===== src/step_profile_pkg.sv =====
// shared constants for the adaptation step profile block
package step_profile_pkg;
  // register indices, byte address is index times four
  localparam logic [7:0] IDX_STATUS_A = 8'h02;
  localparam logic [7:0] IDX_FLAT_A = 8'h04;
  localparam logic [7:0] IDX_SSC_A = 8'h06;
  localparam logic [7:0] IDX_NS_A = 8'h07;
  localparam logic [7:0] IDX_STATUS_B = 8'h22;
  localparam logic [7:0] IDX_FLAT_B = 8'h24;
  localparam logic [7:0] IDX_SSC_B = 8'h26;
  localparam logic [7:0] IDX_NS_B = 8'h27;
  localparam logic [7:0] IDX_MODE = 8'h10;
  localparam logic [7:0] IDX_IRQ_STAT = 8'h11;
  localparam logic [7:0] IDX_IRQ_MASK = 8'h12;
  localparam logic [7:0] IDX_TAP = 8'h13;
  localparam logic [7:0] IDX_MU = 8'h14;
  // reset values
  localparam logic [7:0] RST_FLAT = 8'h00;
  localparam logic [2:0] RST_SSC = 3'h4;
  localparam logic [7:0] RST_NS = 8'h00;
  // detector status bit positions
  localparam int POS_NARROW = 0;
  localparam int POS_TDG = 1;
  localparam int POS_DTALK = 5;
  localparam int POS_TONE = 6;
  // interrupt status: second canceller sits above the first
  localparam int IRQ_B_BASE = 4;
  // profile shape
  localparam logic [4:0] MU_MIN_EXP = 5'h10;
  localparam logic [4:0] MU_NOMINAL_EXP = 5'h0A;
  localparam logic [10:0] FILT_LEN_NORM = 11'h200;
  localparam logic [10:0] FILT_LEN_EXT = 11'h400;
  localparam logic [9:0] SS_BASE = 10'h004;
  // tap period timing
  localparam int TAP_PERIOD_US = 125;
  localparam int CLK_PERIOD_NS = 10;
  localparam int TAP_TICK_CYCLES = TAP_PERIOD_US * 1000 / CLK_PERIOD_NS;
  // profile region, one-hot
  typedef enum logic [2:0] {
    REGION_FLAT = 3'b001,
    REGION_NOMINAL = 3'b010,
    REGION_DECAY = 3'b100
  } region_t;
endpackage


===== src/pin_sync3.sv =====
// three-stage synchroniser with agreement filter
`timescale 1ns/1ps
module pin_sync3 #(
  parameter int W = 4
) (
  // clock and reset
  input wire logic clk_in,
  input wire logic sys_rst_in,
  // pins and filtered level
  input wire logic [W-1:0] pin_in,
  output logic [W-1:0] level_out
);
  logic [W-1:0] s1_q, s2_q, s3_q; // stage chain, s1 only feeds s2
  logic [W-1:0] level_d;

  // a change counts only once stage two and three agree
  always_comb begin
    level_d = level_out;
    for (int i = 0; i < W; i++) begin
      if (s2_q[i] == s3_q[i]) begin
        level_d[i] = s3_q[i];
      end
    end
  end

  // register the chain
  always_ff @(posedge clk_in or posedge sys_rst_in) begin
    if (sys_rst_in) begin
      s1_q <= '0;
      s2_q <= '0;
      s3_q <= '0;
      level_out <= '0;
    end else begin
      s1_q <= pin_in;
      s2_q <= s1_q;
      s3_q <= s2_q;
      level_out <= level_d;
    end
  end
endmodule


===== src/step_profile.sv =====
// per-canceller tap walker and step-size exponent generator
`timescale 1ns/1ps
module step_profile
  import step_profile_pkg::*;
(
  // clock and reset
  input wire logic clk_in,
  input wire logic sys_rst_in,
  // tap rate and shape settings
  input wire logic tick_in,
  input wire logic ext_mode_in,
  input wire logic [7:0] flat_delay_count_in,
  input wire logic [2:0] decay_step_size_code_in,
  input wire logic [7:0] decay_step_count_in,
  // current tap and its step exponent, step = 2^-exp
  output logic [9:0] tap_out,
  output logic [4:0] mu_exp_out
);
  logic [10:0] tap_q, tap_d; // tap under evaluation
  logic [4:0] exp_q, exp_d;
  region_t region_q, region_d;
  logic [10:0] filt_len, flat_end, decay_start, into_decay;
  logic [9:0] step_len;
  logic [17:0] decay_span;
  logic [11:0] exp_sum;
  logic flat_hit, decay_hit;

  // profile shape from settings and current tap
  always_comb begin
    filt_len = ext_mode_in ? FILT_LEN_EXT : FILT_LEN_NORM;
    step_len = SS_BASE << decay_step_size_code_in; // [RULE3]
    decay_span = 18'(decay_step_count_in) * 18'(step_len);
    // oversized span starts decay at tap zero
    decay_start = (decay_span >= 18'(filt_len)) ? 11'h000 : filt_len - decay_span[10:0]; // [RULE4]
    // out-of-range flat delay just flattens the whole filter [RULE2]
    flat_end = {flat_delay_count_in, 3'h0}; // [RULE1]
    flat_hit = tap_q < flat_end;
    decay_hit = tap_q >= decay_start;
    // whole decay steps of 4*2^code taps since the decay start
    into_decay = (tap_q - decay_start) >> (4'(decay_step_size_code_in) + 4'h2); // [RULE3]
    exp_sum = 12'(MU_NOMINAL_EXP) + 12'(into_decay) + 12'h001;
    // one tap per sample tick, wrap at filter end
    tap_d = tap_q; // [RULE5]
    if (tick_in) begin
      tap_d = (tap_q >= filt_len - 11'h001) ? 11'h000 : tap_q + 11'h001;
    end
    // flat wins, then decay, else nominal
    if (flat_hit) begin
      region_d = REGION_FLAT;
      exp_d = MU_MIN_EXP; // [RULE1]
    end else if (decay_hit) begin
      region_d = REGION_DECAY;
      exp_d = (exp_sum >= 12'(MU_MIN_EXP)) ? MU_MIN_EXP : exp_sum[4:0]; // [RULE3]
    end else begin
      region_d = REGION_NOMINAL;
      exp_d = MU_NOMINAL_EXP; // [RULE7]
    end
  end

  // state registers
  always_ff @(posedge clk_in or posedge sys_rst_in) begin
    if (sys_rst_in) begin
      tap_q <= 11'h000;
      exp_q <= MU_MIN_EXP;
      region_q <= REGION_FLAT;
    end else begin
      tap_q <= tap_d;
      exp_q <= exp_d;
      region_q <= region_d;
    end
  end

  assign tap_out = tap_q[9:0];
  assign mu_exp_out = exp_q;
endmodule


===== src/step_profile_top.sv =====
// register file, bus slave and interrupts around two step profiles
//
// How it works
// RULE1 - first flat_delay_count*8 taps use 2^-16
// RULE2 - software keeps flat delay within mode range
// RULE3 - decay halves step every 4*2^code taps
// RULE4 - decay starts at length minus count*SS
// RULE5 - each tap is one 125 us period
// RULE6 - software writes zeros to reserved code bits
// RULE7 - taps between regions use nominal step
`timescale 1ns/1ps
module step_profile_top
  import step_profile_pkg::*;
#(
  parameter int TICK_CYCLES = TAP_TICK_CYCLES // cycles per tap period
) (
  // clock and reset
  input wire logic clk_in,
  input wire logic sys_rst_in,
  // ahb-lite slave
  input wire logic hsel_in,
  input wire logic [31:0] haddr_in,
  input wire logic [1:0] htrans_in,
  input wire logic hwrite_in,
  input wire logic [2:0] hsize_in,
  input wire logic [31:0] hwdata_in,
  input wire logic hready_in,
  output logic [31:0] hrdata_out,
  output logic hreadyout_out,
  output logic hresp_out,
  // detector pins, first canceller
  input wire logic answer_tone_seen_a_in,
  input wire logic double_talk_seen_a_in,
  input wire logic tone_detect_group_flag_a_in,
  input wire logic narrowband_seen_a_in,
  // detector pins, second canceller
  input wire logic answer_tone_seen_b_in,
  input wire logic double_talk_seen_b_in,
  input wire logic tone_detect_group_flag_b_in,
  input wire logic narrowband_seen_b_in,
  // profile outputs
  output logic tap_tick_out,
  output logic [9:0] tap_a_out,
  output logic [4:0] mu_exp_a_out,
  output logic [9:0] tap_b_out,
  output logic [4:0] mu_exp_b_out,
  // interrupt
  output logic irq_out
);
  // bus phase tracking
  logic wr_pend_q, wr_pend_d; // write data phase in progress
  logic rd_pend_q, rd_pend_d; // read wait cycle in progress
  logic [7:0] addr_q, addr_d; // word index of the current transfer
  logic [31:0] hrdata_q, hrdata_d;
  logic take;

  // software settings per canceller
  logic [7:0] flat_a_q, flat_a_d, flat_b_q, flat_b_d;
  logic [2:0] ssc_a_q, ssc_a_d, ssc_b_q, ssc_b_d;
  logic [7:0] ns_a_q, ns_a_d, ns_b_q, ns_b_d;
  logic [1:0] mode_q, mode_d; // bit per canceller, high = extended

  // interrupt state
  logic [7:0] irq_stat_q, irq_stat_d;
  logic [7:0] irq_mask_q, irq_mask_d;
  logic irq_q, irq_d;
  logic [7:0] events;
  logic [7:0] irq_clear;

  // detector levels
  logic [7:0] det_lvl; // synchronised, first canceller low nibble
  logic [7:0] det_prev_q;
  logic [7:0] status_a, status_b;

  // tap divider
  logic [15:0] div_q, div_d;
  logic tick_q, tick_d;

  // detector pins cross into our clock here
  pin_sync3 #(
    .W(8)
  ) u_det_sync (
    .clk_in(clk_in),
    .sys_rst_in(sys_rst_in),
    .pin_in({answer_tone_seen_b_in, double_talk_seen_b_in, tone_detect_group_flag_b_in, narrowband_seen_b_in,
             answer_tone_seen_a_in, double_talk_seen_a_in, tone_detect_group_flag_a_in, narrowband_seen_a_in}),
    .level_out(det_lvl)
  );

  // one profile walker per canceller
  // walkers see registered settings, so a write acts one cycle after it lands
  step_profile u_prof_a (
    .clk_in(clk_in),
    .sys_rst_in(sys_rst_in),
    .tick_in(tick_q),
    .ext_mode_in(mode_q[0]),
    .flat_delay_count_in(flat_a_q),
    .decay_step_size_code_in(ssc_a_q),
    .decay_step_count_in(ns_a_q),
    .tap_out(tap_a_out),
    .mu_exp_out(mu_exp_a_out)
  );

  step_profile u_prof_b (
    .clk_in(clk_in),
    .sys_rst_in(sys_rst_in),
    .tick_in(tick_q),
    .ext_mode_in(mode_q[1]),
    .flat_delay_count_in(flat_b_q),
    .decay_step_size_code_in(ssc_b_q),
    .decay_step_count_in(ns_b_q),
    .tap_out(tap_b_out),
    .mu_exp_out(mu_exp_b_out)
  );

  // status layout: tone bit6, double talk bit5, group bit1, narrowband bit0
  // reserved status bits read back zero
  always_comb begin
    status_a = 8'h00;
    status_a[POS_NARROW] = det_lvl[0];
    status_a[POS_TDG] = det_lvl[1];
    status_a[POS_DTALK] = det_lvl[2];
    status_a[POS_TONE] = det_lvl[3];
    status_b = 8'h00;
    status_b[POS_NARROW] = det_lvl[IRQ_B_BASE];
    status_b[POS_TDG] = det_lvl[IRQ_B_BASE + 1];
    status_b[POS_DTALK] = det_lvl[IRQ_B_BASE + 2];
    status_b[POS_TONE] = det_lvl[IRQ_B_BASE + 3];
  end

  // tap period divider, one tick per sample period
  // both walkers share this tick so their taps stay in step
  always_comb begin
    tick_d = 1'b0;
    div_d = div_q + 16'h0001;
    if (div_q >= 16'(TICK_CYCLES - 1)) begin
      div_d = 16'h0000;
      tick_d = 1'b1; // [RULE5]
    end
  end

  always_ff @(posedge clk_in or posedge sys_rst_in) begin
    if (sys_rst_in) begin
      div_q <= 16'h0000;
      tick_q <= 1'b0;
    end else begin
      div_q <= div_d;
      tick_q <= tick_d;
    end
  end

  assign tap_tick_out = tick_q;

  // bus slave: writes land in data phase, reads take one wait cycle
  // the wait cycle means a read always sees a just-finished write
  // hsize and htrans bit0 are not decoded: single whole-word transfers only
  always_comb begin
    take = hsel_in & hready_in & htrans_in[1];
    wr_pend_d = take & hwrite_in;
    rd_pend_d = take & ~hwrite_in;
    addr_d = take ? haddr_in[9:2] : addr_q;
    flat_a_d = flat_a_q;
    flat_b_d = flat_b_q;
    ssc_a_d = ssc_a_q;
    ssc_b_d = ssc_b_q;
    ns_a_d = ns_a_q;
    ns_b_d = ns_b_q;
    mode_d = mode_q;
    irq_mask_d = irq_mask_q;
    hrdata_d = hrdata_q;
    irq_clear = 8'h00;
    // write data phase
    if (wr_pend_q) begin
      case (addr_q)
        IDX_FLAT_A: flat_a_d = hwdata_in[7:0];
        IDX_FLAT_B: flat_b_d = hwdata_in[7:0];
        // only the code bits are stored, upper bits read back zero
        IDX_SSC_A: ssc_a_d = hwdata_in[2:0]; // [RULE6]
        IDX_SSC_B: ssc_b_d = hwdata_in[2:0]; // [RULE6]
        IDX_NS_A: ns_a_d = hwdata_in[7:0];
        IDX_NS_B: ns_b_d = hwdata_in[7:0];
        IDX_MODE: mode_d = hwdata_in[1:0];
        IDX_IRQ_MASK: irq_mask_d = hwdata_in[7:0];
        default: ; // read-only or unmapped, ignored
      endcase
    end
    // read wait cycle loads the answer
    if (rd_pend_q) begin
      case (addr_q)
        IDX_STATUS_A: hrdata_d = {24'h000000, status_a};
        IDX_STATUS_B: hrdata_d = {24'h000000, status_b};
        IDX_FLAT_A: hrdata_d = {24'h000000, flat_a_q};
        IDX_FLAT_B: hrdata_d = {24'h000000, flat_b_q};
        IDX_SSC_A: hrdata_d = {29'h00000000, ssc_a_q};
        IDX_SSC_B: hrdata_d = {29'h00000000, ssc_b_q};
        IDX_NS_A: hrdata_d = {24'h000000, ns_a_q};
        IDX_NS_B: hrdata_d = {24'h000000, ns_b_q};
        IDX_MODE: hrdata_d = {30'h00000000, mode_q};
        IDX_IRQ_MASK: hrdata_d = {24'h000000, irq_mask_q};
        IDX_TAP: hrdata_d = {6'h00, tap_b_out, 6'h00, tap_a_out};
        IDX_MU: hrdata_d = {19'h00000, mu_exp_b_out, 3'h0, mu_exp_a_out};
        IDX_IRQ_STAT: begin
          hrdata_d = {24'h000000, irq_stat_q};
          irq_clear = 8'hFF; // read clears
        end
        default: hrdata_d = 32'h00000000; // unmapped reads zero
      endcase
    end
  end

  // settings come up at their power-up values
  always_ff @(posedge clk_in or posedge sys_rst_in) begin
    if (sys_rst_in) begin
      wr_pend_q <= 1'b0;
      rd_pend_q <= 1'b0;
      addr_q <= 8'h00;
      hrdata_q <= 32'h00000000;
      flat_a_q <= RST_FLAT;
      flat_b_q <= RST_FLAT;
      ssc_a_q <= RST_SSC;
      ssc_b_q <= RST_SSC;
      ns_a_q <= RST_NS;
      ns_b_q <= RST_NS;
      mode_q <= 2'h0;
      irq_mask_q <= 8'h00;
    end else begin
      wr_pend_q <= wr_pend_d;
      rd_pend_q <= rd_pend_d;
      addr_q <= addr_d;
      hrdata_q <= hrdata_d;
      flat_a_q <= flat_a_d;
      flat_b_q <= flat_b_d;
      ssc_a_q <= ssc_a_d;
      ssc_b_q <= ssc_b_d;
      ns_a_q <= ns_a_d;
      ns_b_q <= ns_b_d;
      mode_q <= mode_d;
      irq_mask_q <= irq_mask_d;
    end
  end

  // stall only during the read wait cycle
  assign hreadyout_out = ~rd_pend_q;
  assign hresp_out = 1'b0;
  assign hrdata_out = hrdata_q;

  // detector rising edges are sticky events; set beats a clearing read
  always_comb begin
    events = det_lvl & ~det_prev_q;
    irq_stat_d = (irq_stat_q & ~irq_clear) | events;
    irq_d = |(irq_stat_q & irq_mask_q);
  end

  always_ff @(posedge clk_in or posedge sys_rst_in) begin
    if (sys_rst_in) begin
      // idle pins are low, so a zero start gives no false edge
      det_prev_q <= 8'h00;
      irq_stat_q <= 8'h00;
      irq_q <= 1'b0;
    end else begin
      det_prev_q <= det_lvl;
      irq_stat_q <= irq_stat_d;
      irq_q <= irq_d;
    end
  end

  assign irq_out = irq_q;
endmodule


===== config.mk =====
export PLATFORM = sky130hd
export DESIGN_NAME = step_profile_top
export DESIGN_NICKNAME = d
export VERILOG_FILES = /design/src/step_profile_pkg.sv /design/src/pin_sync3.sv /design/src/step_profile.sv /design/src/step_profile_top.sv
export SDC_FILE = /design/constraint.sdc
export NUM_CORES = 1
export LEC_CHECK = 0
export BUFFER_PORTS_ARGS = -buffer_cell sky130_fd_sc_hd__buf_2
export CAP_MARGIN = 20
export CORE_MARGIN = 2
export CORE_UTILIZATION = 40
export CTS_CLUSTER_SIZE = 14
export DETAILED_ROUTE_END_ITERATION = 10
export PLACE_DENSITY_LB_ADDON = 0.12
export SYNTH_ARGS = -nofsm -noshare
export SYNTH_HDL_FRONTEND = slang
export SYNTH_HIERARCHICAL = 1
export SYNTH_SLANG_ARGS = --single-unit

===== constraint.sdc =====
create_clock -name clk_in -period 12.6 [get_ports clk_in]
set_input_delay 3.78 -clock clk_in [delete_from_list [all_inputs] [get_ports clk_in]]
set_output_delay 3.78 -clock clk_in [all_outputs]
set_load 0.03 [all_outputs]

# [Yosys cells after proc, flatten, opt, wreduce, memory -nomap -nowiden]
# Index checks and enable logic that the tools add are counted.
[totals] elab_cells=123 input_bits=82 ff_bits=188
[op_classes] reduce_logical=9 n_addsub=15 n_bitwise=12 n_eq_ne=21 n_mux=17 mul=2 magnitude_cmp=11 n_shift=4
[ops] op="26-bit case mux with 13 select lines" n=1
[ops] op="11-bit 2-to-1 mux" n=6
[ops] op="11-bit >= comparator" n=4
[ops] op="11-bit subtractor" n=4
[ops] op="8-bit by 5-bit equality test with 1-bit output, second input constant" n=5
[ops] op="18-bit by 11-bit >= comparator with 1-bit output" n=2
[ops] op="8-bit by 10-bit multiplier with 18-bit output" n=2
[ops] op="8-bit by 6-bit equality test with 1-bit output, second input constant" n=4
[ops] op="5-bit 2-to-1 mux" n=6
[ops] op="12-bit by 1-bit adder with 12-bit output, second input constant" n=2
[ops] op="4-bit by 11-bit adder with 12-bit output, first input constant" n=2
[ops] op="8-bit AND" n=3
[ops] op="8-bit by 3-bit equality test with 1-bit output, second input constant" n=3
[ops] op="12-bit by 5-bit >= comparator with 1-bit output, second input constant" n=2
[ops] op="11-bit by 1-bit adder with 11-bit output, second input constant" n=2
[ops] op="11-bit < comparator" n=2
[ops] op="11-bit by 4-bit right shift with 11-bit output" n=2
[ops] op="11-bit by 1-bit subtractor with 11-bit output, second input constant" n=2
[ops] op="3-bit by 3-bit left shift with 10-bit output, first input constant" n=2
[ops] op="16-bit by 1-bit adder with 16-bit output, second input constant" n=1
[ops] op="16-bit by 14-bit >= comparator with 1-bit output, second input constant" n=1
[ops] op="16-bit 2-to-1 mux" n=1
[ops] op="8-bit 2-to-1 mux" n=2
[ops] op="8-bit NOT" n=2
[ops] op="9 further kinds" n=28

# [Depth between registers and ports, before layout]
# Gate-level depths: netlist (run 1).
[logic_depth] word_depth=12 depth_mapped=38 ltp_nobuf=37

# [Modules after synthesis]
# The synthesis (run 1) kept the hierarchy.
[by_module_without_submodules] module="step_profile_top" cells_per_inst=469 instances=1 area_each_um2=5391.4 seq_area_each_um2=2880.3
[by_module_without_submodules] module="step_profile at u_prof_b" cells_per_inst=565 instances=1 area_each_um2=4533.1 seq_area_each_um2=401.6
[by_module_without_submodules] module="step_profile at u_prof_a" cells_per_inst=538 instances=1 area_each_um2=4416.7 seq_area_each_um2=401.6
[by_module_without_submodules] module="pin_sync3" cells_per_inst=41 instances=1 area_each_um2=894.6 seq_area_each_um2=800.8

# [Least setup slack after synthesis (run 1)]
# No wires, ideal clock.
[synth_path] path_kind="register to register" from="register ssc_a_q[2]" to="register u_prof_a.exp_q[4] (netlist: u_prof_a/mu_exp_out[4])" required_ns=12.522 setup_time_ns=0.078 arrival_ns=8.834 synth_period_minus_slack_ns=8.911 slack_ns=3.689 path_stages_with_launch=37 cell_sequence="dfstp_2 -> clkbuf_1 -> clkbuf_1 -> nor3_1 -> and2_1 -> fa_1 -> fa_1 -> inv_1 -> fa_1 -> fa_1 -> inv_1 -> ha_1 -> inv_1 -> o21ai_0 -> xnor2_1 -> ha_1 -> nand3_1 -> nand2_1 -> a2111oi_0 -> nand3_1 -> a311oi_1 -> nand2_1 -> ha_1 -> buf_4 -> a21o_1 -> a21o_1 -> a22o_1 -> o32ai_1 -> a31oi_1 -> a21oi_1 -> inv_1 -> ha_1 -> a311o_1 -> and2_1 -> o32ai_2 -> o2111ai_2 -> and2_1"
[synth_between] elab_chain_len=12
[synth_lines] item="start: declaration" line="step_profile_top.sv:59" source="logic [2:0] ssc_a_q, ssc_a_d, ssc_b_q, ssc_b_d;"
[synth_lines] item="start signal: assignment" line="step_profile_top.sv:233" source="ssc_a_q <= ssc_a_d;"
[synth_lines] item="3-bit by 3-bit left shift with 10-bit output" line="step_profile.sv:31" source="step_len = SS_BASE << decay_step_size_code_in;"
[synth_lines] item="8-bit by 10-bit multiplier with 18-bit output" line="step_profile.sv:32" source="decay_span = 18'(decay_step_count_in) * 18'(step_len);"
[synth_lines] item="18-bit by 11-bit >= comparator with 1-bit output or 11-bit subtractor (tied branches)" line="step_profile.sv:34" source="decay_start = (decay_span >= 18'(filt_len)) ? 11'h000 : filt_len - decay_span[10:0];"
[synth_lines] item="11-bit 2-to-1 mux" line="step_profile.sv:34"
[synth_lines] item="11-bit subtractor" line="step_profile.sv:40" source="into_decay = (tap_q - decay_start) >> (4'(decay_step_size_code_in) + 4'h2);"
[synth_lines] item="11-bit by 4-bit right shift with 11-bit output" line="step_profile.sv:40"
[synth_lines] item="4-bit by 11-bit adder with 12-bit output" line="step_profile.sv:41" source="exp_sum = 12'(MU_NOMINAL_EXP) + 12'(into_decay) + 12'h001;"
[synth_lines] item="12-bit by 1-bit adder with 12-bit output" line="step_profile.sv:41"
[synth_lines] item="12-bit by 5-bit >= comparator with 1-bit output" line="step_profile.sv:53" source="exp_d = (exp_sum >= 12'(MU_MIN_EXP)) ? MU_MIN_EXP : exp_sum[4:0];"
[synth_lines] item="5-bit 2-to-1 mux" line="step_profile.sv:53"
[synth_lines] item="5-bit 2-to-1 mux (*)" line="step_profile.sv:51" source="end else if (decay_hit) begin"
[synth_lines] item="5-bit 2-to-1 mux (*)" line="step_profile.sv:48" source="if (flat_hit) begin"
[synth_lines] item="net u_prof_a.exp_d[4]" line="step_profile.sv:20" source="logic [4:0] exp_q, exp_d;"
[synth_lines] item="end signal: assignment" line="step_profile.sv:68" source="exp_q <= exp_d;"
[synth_lines] item="end: declaration" line="step_profile.sv:20"
# The timed path passes the listed nets; every way through them passes the cells marked *.
# A chain may end at the register's enable or synchronous reset.

# [Worst setup path in the final report (run 1)]
[layout_path] from="register ssc_b_q[0]" to="register u_prof_b.exp_q[1] (netlist: u_prof_b/mu_exp_out[1])"
[layout_between] elab_chain_len=12
[layout_lines] item="start: declaration" line="step_profile_top.sv:59"
[layout_lines] item="start signal: assignment" line="step_profile_top.sv:234" source="ssc_b_q <= ssc_b_d;"
[layout_lines] item="3-bit by 3-bit left shift with 10-bit output" line="step_profile.sv:31"
[layout_lines] item="8-bit by 10-bit multiplier with 18-bit output" line="step_profile.sv:32"
[layout_lines] item="18-bit by 11-bit >= comparator with 1-bit output or 11-bit subtractor (tied branches)" line="step_profile.sv:34"
[layout_lines] item="11-bit 2-to-1 mux" line="step_profile.sv:34"
[layout_lines] item="11-bit subtractor" line="step_profile.sv:40"
[layout_lines] item="11-bit by 4-bit right shift with 11-bit output" line="step_profile.sv:40"
[layout_lines] item="4-bit by 11-bit adder with 12-bit output" line="step_profile.sv:41"
[layout_lines] item="12-bit by 1-bit adder with 12-bit output" line="step_profile.sv:41"
[layout_lines] item="12-bit by 5-bit >= comparator with 1-bit output" line="step_profile.sv:53"
[layout_lines] item="5-bit 2-to-1 mux" line="step_profile.sv:53"
[layout_lines] item="5-bit 2-to-1 mux (*)" line="step_profile.sv:51"
[layout_lines] item="5-bit 2-to-1 mux (*)" line="step_profile.sv:48"
[layout_lines] item="net u_prof_b.exp_d[1]" line="step_profile.sv:20"
[layout_lines] item="end signal: assignment" line="step_profile.sv:68"
[layout_lines] item="end: declaration" line="step_profile.sv:20"
# Marked as above.

==> summary.txt, run 1 <==
Synthesis
  – YS warnings: 6
  – Syn_area_per_cell: 9.45 µm²
  – Register area share after synthesis: 0.294
  – Cell Area, Synth: 15200 µm²
  – Post-synth EDFFs: 0
  – Yosys reg bits: 179
  – Post-synth top area share: 0.287
  – Cell count after synthesis: 1613
  – Synth cell types: 106
  – Cell taking the most area after synthesis: dfrtp_1
  – Ys async rst share: 1.00
  – Area contributors post-synth: dfrtp_1 29%, ha_1 10%, fa_1 9.5%
  – Synth Flop Type: dfrtp_1

Pwr
  – Sequential fraction of design power: 0.286
  – Internal Power: 1.43 mW
  – Pwr Total: 2.52 mW
  – Clk pwr share: 0.222
  – Gate power share: 0.492
  – Leak: 7.92 nW
  – Power Density: 151 nW/µm²
  – Peak VDD IR: 0.000121 V
  – Sw Share: 0.430
  – NetSw: 1.08 mW

Min path
  – Hold Crit Class: register to register
  – Hold path startpoint: u_det_sync/s1_q[2]$_DFF_PP0_

Clock network
  – H-tree lvl count: 4
  – Post-CTS setup buffers: 0
  – Post-CTS sizing: 0
  – CTS Hold Bufs: 0
  – Later-pin clock latency in the skew report: 0.43 ns
  – CTS tree: yes
  – Max clock buf depth: 2
  – # clock sinks: 179
  – Number of CTS-inserted buffers: 17
  – Root Driver: clkbuf_16
  – Clock transition at path regs: 0.07 ns

Timing
  – Setup-failing EPs final: 0
  – Slew headroom: 0.317
  – Hold Fails Final Rpt: 0
  – Slew Limit Fails: 0
  – Fin Setup TNS: 0 ns
  – Final Cycle Share: 0.797
  – FMAX: 0.0995 GHz
  – Worst-Margin Slew: 1.03 ns
  – Final Skew: 0.0151 ns
  – RSZ-0062 raised after global routing: no
  – Fin crit period: 10.05 ns

Die
  – Initial Util: 0.405
  – Die width: 199 µm
  – Io pins: 148
  – Die footprint: 39700 µm²
  – Number of cell rows: 71
  – Die height: 199 µm
  – Core Region: 37600 µm²

Drt
  – Vias/cell: 5.44
  – Final Routed Wirelength: 40300 µm
  – Routed wire per std cell: 18.4 µm
  – Drt pass-1 iters: 7
  – DRC: 0
  – Initial drt markers: 677
  – Routed vias: 11.9k
  – Detail Route Antenna Nets: 0

Global routing
  – Number of global-route vias before repair: 11.6k
  – All-Layer GR Usage: 0.208
  – Global-route wire length before repair: 64400 µm
  – Initial antenna violation count: 1
  – Total gr overflow: 0
  – Largest net degree at the start of global routing: 67

Placement
  – Placer congestion estimate: 0.884
  – DP HPWL: 30800 µm
  – IO buf count: 85

Final layout
  – Layout cells sized above 1: 0.157
  – Area Overhead vs Synth: 9.03%
  – Filler instances: 3698
  – # nets final: 1943

Critical path
  – Critical path launch point: ssc_b_q[0]$_DFFE_PP0P_
  – Critical-path top delay cell: dfrtp_1
  – Arr. time, crit path: 10.34 ns
  – Worst setup path class: register to register
  – Most used cell, CP: inv_1
  – CP endpoint kind: register
  – R2r startpoint: ssc_b_q[0]$_DFFE_PP0P_
  – CP Launch Type: register
  – Crit path largest cell delay: 0.81 ns
  – Max FO, Critical Path: 22
  – Req. time, crit path: 12.89 ns

Run status
  – Status: completed

Job
  – Max-Cap Viols: 0
-- sequential cells by signal, indices dropped and copies added, names as in the netlist, 11 cells and up --
register / flops
div_q: 16
u_prof_a/tap_q: 11
u_prof_b/tap_q: 11
hrdata_out: 23
-- path summary, 6_finish.rpt --
kind | to | slack [ns] | depth (start not counted)
worst max register to register | u_prof_b/mu_exp_out[1]$_DFF_PP0_ | 2.55 | 33
worst max-delay path | u_prof_b/mu_exp_out[1]$_DFF_PP0_ | 2.55 | 33
worst min-delay path | u_det_sync/s2_q[2]$_DFF_PP0_ | 0.35 | 0
min in group asynchronous | u_det_sync/s1_q[5]$_DFF_PP0_ | 3.41 | 2
max in group asynchronous | ssc_b_q[0]$_DFFE_PP0P_ | 7.78 | 3
worst min register to register | u_det_sync/s2_q[2]$_DFF_PP0_ | 0.35 | 0
-- cell type report --
type	instances	area, µm²	area share
Sequential cell	179	4480	0.270
Tap cell	511	639	0.0385
Timing Repair Buffer	102	553	0.0333
Clock buffer	19	453	0.0273
Multi-Input combinational cell	1211	9730	0.586
Antenna cell	1	2.50	0.000151
Inverter	155	584	0.0352
Clock inverter	12	169	0.0102
-- cell families after synthesis --
group,count (synthesis),synth area share
mux,83,0.0599
compound gates,297,0.145
buf+inv,234,0.0700
xor+xnor,62,0.0374
simple gates,554,0.192
fa+ha+maj,203,0.202
flops,179,0.294
other cells,1,0.000246
-- power by group through the flow --
| stage | sequential [mW] | combinational [mW] | clock [mW] |
|---|---|---|---|
| 6_report | 0.720 | 1.24 | 0.559 |
| 3_3_place_gp | 0.730 | 1.21 | 0 |
| 2_1_floorplan | 0.673 | 1.03 | 0 |
| 4_1_cts | 0.719 | 1.23 | 0.574 |
| 5_1_grt | 0.728 | 1.37 | 0.597 |
| 3_5_place_dp | 0.730 | 1.22 | 0 |
-- critical path, delay by kind of cell (launching register included) --
family / cells / cell delay, ns
buffers and inverters: 6 / 0.72
DFF: 1 / 0.81
AOI/OAI and AO/OA: 11 / 3.07
adders and majority gates: 8 / 3.49
and+or+nand+nor: 8 / 1.81
-- cell usage after synthesis, drive strengths merged, types with 7 or more instances --
master     n
nor2      98
a22oi     18
and3      42
ha       123
xnor2     38
o31ai      8
fa        72
nor4      11
o21a       9
o21ai     59
mux2i     23
a221oi     7
a21oi     63
o22ai     11
a211oi    12
dfrtp    175
nand3     41
nor3      38
nand2    139
or3       17
and2      87
o2bb2ai   23
buf       56
mux2      60
inv      155
nand4     20
xor2      24
o32ai      7
o211ai     7
nand2b    19
maj3       8
a21o      12
clkbuf    23
nor2b     14
-- per-layer routing --
metal  part of all wire  vias up  GRT usage
li1                   -     5707          -
met1               0.49     5941      0.298
met2               0.46      224      0.335
met3              0.030       35     0.0257
met4              0.020        0     0.0522
met5                  0        -          0
-- cell usage in the layout (no fill, tap or decap), drive strengths merged, types with 18 or more instances in the layout --
master and n:
ha 123, buf 102, nor2 98, dfrtp 175, o21ai 59, nand2b 19, a22oi 18, and3 42
nand3 41, nand4 20, and2 87, mux2i 23, xnor2 38, xor2 24, clkbuf 19, fa 72
inv 159, nor3 38, nand2 139, mux2 60, a21oi 63, o2bb2ai 23
-- per-stage QoR --
step / std cells / setup WS, ns / hold WS (ns) / instance area (µm²) / util
final: 2190 / 2.55 / 0.347 / 16600 / 0.442
after global routing: 2190 / 1.86 / 0.356 / 16600 / 0.442
after CTS: 2189 / 2.58 / 0.351 / 16600 / 0.442
after detailed placement: 2158 / 2.66 / 0.335 / 16000 / 0.425
after global placement: 2158 / 2.67 / 0.332 / 16000 / 0.425
after floorplan: 1624 / 3.69 / 0.331 / 15300 / -
(Power assumes the default switching activity.)
==> inputs of run 2 (changes only) <==
==> constraint.sdc (replaced) <==
create_clock -name clk_in -period 8.2 [get_ports clk_in]
set_input_delay 2.46 -clock clk_in [delete_from_list [all_inputs] [get_ports clk_in]]
set_output_delay 2.46 -clock clk_in [all_outputs]
set_load 0.03 [all_outputs]
==> run 2 against run 1 <==
  * Worst hold slack better by 0.0022 ns
  * Sequential power increased by 53%
  * Non-clock buffer count increased by 216
  * Clock power up 40%
  * First-iteration DRC count up 0.30%
  * Clock skew is 0.0016 ns lower
  * Sequential share of layout area decreased by 3.5 points
  * Largest cell class unchanged
==> summary.txt, run 2 (synthesis gave the netlist of run 1 again) <==
Timing
  – FMAX: 0.125 GHz
  – Hold Fails Final Rpt: 0
  – Fin crit period: 8.00 ns
  – Setup-failing EPs final: 0
  – Setup ws final: 0.200 ns
  – Final Skew: 0.0136 ns
  – Worst-Margin Slew: 0.960 ns
  – Final Cycle Share: 0.976
  – RSZ-0062 raised after global routing: yes
  – Fin Setup TNS: 0 ns
  – Slew Limit Fails: 0
  – Slew headroom: 0.343

Drt
  – Drt pass-1 iters: 5
  – DRC: 0
  – Routed vias: 12.7k
  – Routed wire per std cell: 17.3 µm
  – Final Routed Wirelength: 41700 µm
  – Detail Route Antenna Nets: 0
  – Vias/cell: 5.28
  – Initial drt markers: 679

Final layout
  – Layout cells sized above 1: 0.318
  – # nets final: 2159
  – Most common library cell in the layout ignoring fill and taps: buf_4
  – Non-filler cells, final: 2405
  – Final Cell Area: 19100 µm²
  – Max reg flops: 23
  – Antenna diodes: 0
  – Most frequent cells in the layout: 222 x buf_4, 173 x dfrtp_1, 145 x inv_1
  – Area Overhead vs Synth: 25.5%

Critical path
  – Worst setup path class: register to register
  – R2r endpoint: u_prof_a/mu_exp_out[4]$_DFF_PP1_
  – Most used cell, CP: fa_1
  – R2r startpoint: ssc_a_q[2]$_DFFE_PP1P_
  – CP Launch Type: register
  – R2R depth: 34
  – Worst reg2reg setup slack: 0.20 ns
  – Arr. time, crit path: 8.37 ns
  – CP endpoint kind: register
  – Crit path largest cell delay: 0.60 ns
  – Max FO, Critical Path: 8
  – Req. time, crit path: 8.57 ns
  – Critical-path top delay cell: dfstp_2

Clock network
  – Root Driver: clkbuf_16
  – CTS tree: yes
  – Later-pin clock latency in the skew report: 0.43 ns
  – Number of CTS-inserted buffers: 17
  – Clock transition at path regs: 0.07 ns
  – Max clock buf depth: 2
  – # clock sinks: 179
  – H-tree lvl count: 4

Die
  – Number of cell rows: 71
  – Io pins: 148
  – Core Region: 37600 µm²
  – Initial Util: 0.405
  – Die height: 199 µm
  – Die footprint: 39700 µm²
  – Die width: 199 µm

Global routing
  – All-Layer GR Usage: 0.213
  – Initial antenna violation count: 0
  – Total gr overflow: 0
  – Largest net degree at the start of global routing: 81
  – Number of global-route vias before repair: 12.3k
  – Global-route wire length before repair: 66400 µm

Min path
  – Hold path startpoint: u_det_sync/s1_q[7]$_DFF_PP0_
  – Hold Path Stages: 0
  – Hold EP: u_det_sync/s2_q[7]$_DFF_PP0_
  – Hold Crit Class: register to register

Placement
  – DP HPWL: 32200 µm
  – IO buf count: 85
  – Placer congestion estimate: 0.886
  – Post-DP Area: 17400 µm²
  – Placed Cells: 2339
  – Pre-CTS setup slack: -0.324 ns

Pwr
  – Internal Power: 2.73 mW
  – Power Density: 243 nW/µm²
  – NetSw: 1.92 mW
  – Clk pwr share: 0.169
  – Sequential fraction of design power: 0.236
  – Pwr Total: 4.65 mW
  – Sw Share: 0.413
  – Gate power share: 0.595
  – Peak VDD IR: 0.000180 V
  – Leak: 9.08 nW

Run status
  – Status: completed

Job
  – Max-Cap Viols: 0
run 2: cell types whose count changed in the layout (fill, tap and decap cells not counted), moves of 9 or more:
cell | previous run | this run
buf_4 | 17 | 222
ha_1 | 123 | 98
ha_4 | 0 | 19
nor2_1 | 96 | 83
a21oi_1 | 60 | 50
nand2_1 | 136 | 126
o21ai_0 | 51 | 41
buf_6 | 0 | 9
nor2_2 | 1 | 10
run 2: through the flow:
step,util,hold slack [ns]
2_1_floorplan,-,0.331
3_3_place_gp,0.464,0.333
3_5_place_dp,0.464,0.335
4_1_cts,0.489,0.350
5_1_grt,0.509,0.355
6_report,0.509,0.349
run 2: how the worst max path moves through the flow:
| stage | start | to | slack, ns | cells after the start |
|---|---|---|---|---|
| final | ssc_a_q[2]$_DFFE_PP1P_ | u_prof_a/mu_exp_out[4]$_DFF_PP1_ | 0.20 | 34 |
| after global placement | ssc_a_q[2]$_DFFE_PP1P_ | u_prof_a/mu_exp_out[3]$_DFF_PP0_ | -0.31 | 36 |
| after floorplan | ssc_a_q[1]$_DFFE_PP0P_ | u_prof_a/mu_exp_out[4]$_DFF_PP1_ | 0.02 | 36 |
| after CTS | ssc_b_q[2]$_DFFE_PP1P_ | u_prof_b/mu_exp_out[0]$_DFF_PP0_ | -0.002 | 36 |
| after detailed placement | ssc_a_q[2]$_DFFE_PP1P_ | u_prof_a/mu_exp_out[0]$_DFF_PP0_ | -0.32 | 35 |
| after global routing | ssc_a_q[1]$_DFFE_PP0P_ | u_prof_a/mu_exp_out[1]$_DFF_PP0_ | -0.20 | 36 |
run 2: layout make-up:
| cell class | instances | area, µm² |
|---|---|---|
| clock inverter | 12 | 120 |
| tap | 511 | 639 |
| sequential | 179 | 4490 |
| inverter | 155 | 584 |
| multi-input combinational | 1211 | 10600 |
| clock buffer | 19 | 433 |
| fill | 3532 | 18500 |
| timing repair buffer | 318 | 2240 |
run 2: per-layer routing:
metal | track usage | vias to the layer above | wire length, µm
met2 | 0.356 | 219 | 20300
met5 | 0 | - | 0
li1 | - | 6143 | -
met3 | 0.0255 | 30 | 1530
met1 | 0.295 | 6309 | 19300
met4 | 0.0486 | 0 | 603
run 2: repair_timing:
action,CTS,global route
setup endpoints to repair,10,10
buffers inserted,12,21
hold buffers,0,0
pin swaps,30,92
gates resized for setup,52,119
cloned,0,1
run 2: critical path: cells and delay by family, from the launching register on:
family	cells	cell delay [ns]
AND/OR/NAND/NOR	5	0.76
flip-flops	1	0.60
AO/OA/AOI/OAI	11	2.54
adder cells (fa/ha/maj)	8	2.94
buffers and inverters	9	0.95
XOR/XNOR	1	0.12
run 2: power by group through the flow:
stage                     Clock, mW  Combinational [mW]  Sequential, mW
final                         0.785                2.76            1.10
after global routing          0.842                3.02            1.11
after CTS                     0.802                2.55            1.10
after detailed placement          0                2.40            1.11
after global placement            0                2.37            1.11
after floorplan                   0                1.60            1.04
==> inputs of run 3 (changes only) <==
--- a/config.mk
+++ b/config.mk
@@ -7,6 +7,7 @@
 export LEC_CHECK = 0
 export BUFFER_PORTS_ARGS = -buffer_cell sky130_fd_sc_hd__buf_2
 export CAP_MARGIN = 20
+export CORE_ASPECT_RATIO = 1.75
 export CORE_MARGIN = 2
 export CORE_UTILIZATION = 40
 export CTS_CLUSTER_SIZE = 14
==> constraint.sdc (replaced) <==
create_clock -name clk_in -period 7.5 [get_ports clk_in]
set_input_delay 2.25 -clock clk_in [delete_from_list [all_inputs] [get_ports clk_in]]
set_output_delay 2.25 -clock clk_in [all_outputs]
set_load 0.03 [all_outputs]
==> run 3 against run 2 <==
  * The flow now finishes with violations (setup timing)
  * Sequential power up 7%
  * Via count up 2.8%
  * Largest power group unchanged
  * Critical endpoint unchanged
  * Utilization up 1.5 points
  * Register-to-register slack worse by 0.74 ns
  * Count of clock-buffer cells in the layout down 2
  * Wire length up 12%
  * Clock power up 20%
  * Largest cell class unchanged
  * Fmax down 0.44%
  * First-iteration DRC count down 23%
  * Clock skew about the same
  * Sequential share of layout area down 0.70 points
  * Combinational power up 19%
==> summary.txt, run 3 (synthesis gave the netlist of run 1 again) <==
Run status
  – Status: finished with violations
  – Failing checks: setup timing

Global routing
  – Total gr overflow: 0
  – Global-route wire length before repair: 72400 µm
  – All-Layer GR Usage: 0.239
  – Initial antenna violation count: 0
  – Largest net degree at the start of global routing: 64
  – Number of global-route vias before repair: 13.7k

Final layout
  – Finished Core Util: 0.524
  – Filler instances: 3522
  – Most frequent cells in the layout: 263 x buf_4, 172 x dfrtp_1, 140 x inv_1
  – Sequential cell area: 4490 µm²
  – Most common library cell in the layout ignoring fill and taps: buf_4
  – Area Overhead vs Synth: 29.4%
  – Layout cells sized above 1: 0.342
  – # nets final: 2209
  – Antenna diodes: 0
  – Multi-input logic area: 10700 µm²
  – Max reg flops: 23

Critical path
  – R2R depth: 36
  – CP Launch Type: register
  – R2r startpoint: ssc_a_q[2]$_DFFE_PP1P_
  – Worst setup path class: register to register
  – Max FO, Critical Path: 5
  – Most used cell, CP: fa_1
  – Arr. time, crit path: 8.43 ns
  – Crit path largest cell delay: 0.60 ns
  – R2r endpoint: u_prof_a/mu_exp_out[4]$_DFF_PP1_
  – CP endpoint kind: register
  – Critical-path top delay cell: dfstp_2
  – Worst reg2reg setup slack: -0.54 ns
  – Req. time, crit path: 7.90 ns

Clock network
  – Clock transition at path regs: 0.08 ns
  – Max clock buf depth: 2
  – Later-pin clock latency in the skew report: 0.45 ns
  – Number of CTS-inserted buffers: 17
  – # clock sinks: 179
  – H-tree lvl count: 4
  – CTS tree: yes
  – Root Driver: clkbuf_16

Pwr
  – Gate power share: 0.607
  – Clk pwr share: 0.174
  – NetSw: 2.30 mW
  – Sequential fraction of design power: 0.218
  – Peak VDD IR: 0.000289 V
  – Pwr Total: 5.42 mW
  – Leak: 9.39 nW
  – Power Density: 275 nW/µm²
  – Internal Power: 3.11 mW
  – Sw Share: 0.425

Drt
  – Vias/cell: 5.38
  – DRC: 0
  – Detail Route Antenna Nets: 0
  – Routed vias: 13.1k
  – Routed wire per std cell: 19.3 µm
  – Final Routed Wirelength: 46900 µm
  – Drt pass-1 iters: 5
  – Initial drt markers: 525

Timing
  – Worst-Margin Slew: 0.948 ns
  – RSZ-0062 raised after global routing: yes
  – Fin crit period: 8.04 ns
  – Setup-failing EPs final: 10
  – Final Cycle Share: 1.07
  – Hold Fails Final Rpt: 0
  – Setup ws final: -0.535 ns
  – Hold WS: 0.351 ns
  – FMAX: 0.124 GHz
  – Slew Limit Fails: 0
  – Final Skew: 0.0141 ns
  – Slew headroom: 0.351

Placement
  – DP HPWL: 37000 µm
  – IO buf count: 85
  – Placer congestion estimate: 0.952

Die
  – Core Region: 37600 µm²
  – Die height: 262 µm
  – Die width: 152 µm
  – Die footprint: 39700 µm²
  – Io pins: 148
  – Number of cell rows: 94
  – Initial Util: 0.405

Min path
  – Hold Crit Class: register to register
  – Hold Path Stages: 0
  – Hold EP: u_det_sync/s2_q[5]$_DFF_PP0_
  – Hold path startpoint: u_det_sync/s1_q[5]$_DFF_PP0_

Job
  – Max-Cap Viols: 0
-- run 3: cell types whose count changed in the layout (fill, tap and decap cells not counted), moves of 4 or more --
cell	before	now
a21oi_2	7	2
a21oi_4	6	10
buf_4	222	263
buf_6	9	17
clkinv_8	0	5
ha_2	6	1
inv_1	145	140
inv_12	0	5
inv_4	1	5
nand2_1	126	118
nand2_2	8	16
nor2_2	10	6
-- run 3: worst max-delay path, delay by kind of cell, from the launching register on --
kind | cells | cell delay (ns)
fa+ha+maj | 8 | 2.95
flops | 1 | 0.60
simple gates | 5 | 0.50
buf+inv | 9 | 0.90
xor+xnor | 1 | 0.13
compound gates | 13 | 2.88
-- run 3: repair_timing --
action,CTS,global route
cloned,1,0
resized for setup,84,60
endpoints found under the setup margin,10,10
hold buffers,0,0
buffers inserted,31,16
pin swaps,65,62
hold endpoints to repair,0,0
-- run 3: routing by layer --
metal / part of all wire / GRT usage / vias up
met5: 0 / 0 / -
met4: 0.069 / 0.148 / 0
met3: 0.021 / 0.0234 / 133
met2: 0.57 / 0.468 / 259
met1: 0.34 / 0.233 / 6424
li1: - / - / 6235
-- run 3: worst max path at each step --
stage / start / endpoint / depth (start not counted)
finish: ssc_a_q[2]$_DFFE_PP1P_ / u_prof_a/mu_exp_out[4]$_DFF_PP1_ / 36
global route: ssc_a_q[2]$_DFFE_PP1P_ / u_prof_a/mu_exp_out[4]$_DFF_PP1_ / 35
CTS: ssc_a_q[2]$_DFFE_PP1P_ / u_prof_a/mu_exp_out[4]$_DFF_PP1_ / 37
detailed placement: ssc_b_q[0]$_DFFE_PP0P_ / u_prof_b/mu_exp_out[0]$_DFF_PP0_ / 34
global placement: ssc_b_q[0]$_DFFE_PP0P_ / u_prof_b/mu_exp_out[2]$_DFF_PP0_ / 34
floorplan: ssc_a_q[0]$_DFFE_PP0P_ / u_prof_a/mu_exp_out[4]$_DFF_PP1_ / 35
-- run 3: power by group through the flow --
| stage | clock, mW | sequential [mW] | combinational, mW |
|---|---|---|---|
| global route | 1.00 | 1.20 | 3.55 |
| detailed placement | 0 | 1.20 | 2.79 |
| CTS | 0.964 | 1.19 | 3.07 |
| global placement | 0 | 1.20 | 2.76 |
| floorplan | 0 | 1.14 | 1.83 |
| finish | 0.945 | 1.18 | 3.29 |
-- run 3: layout make-up --
cell class / instances / area share
tap: 480 / 0.0305
clock inverter: 15 / 0.0106
sequential: 179 / 0.228
inverter: 155 / 0.0301
multi-input combinational: 1211 / 0.545
timing repair buffer: 368 / 0.135
clock buffer: 17 / 0.0216
-- run 3: through the flow --
stage	instance area [µm²]	setup WS (ns)	cells	TNS [ns]
floorplan	15700	-0.374	1624	-1.75
global placement	17900	-0.740	2346	-7.06
detailed placement	17900	-0.741	2346	-7.11
CTS	19300	-0.525	2409	-4.86
global route	19700	-0.869	2425	-8.27
finish	19700	-0.535	2425	-4.70
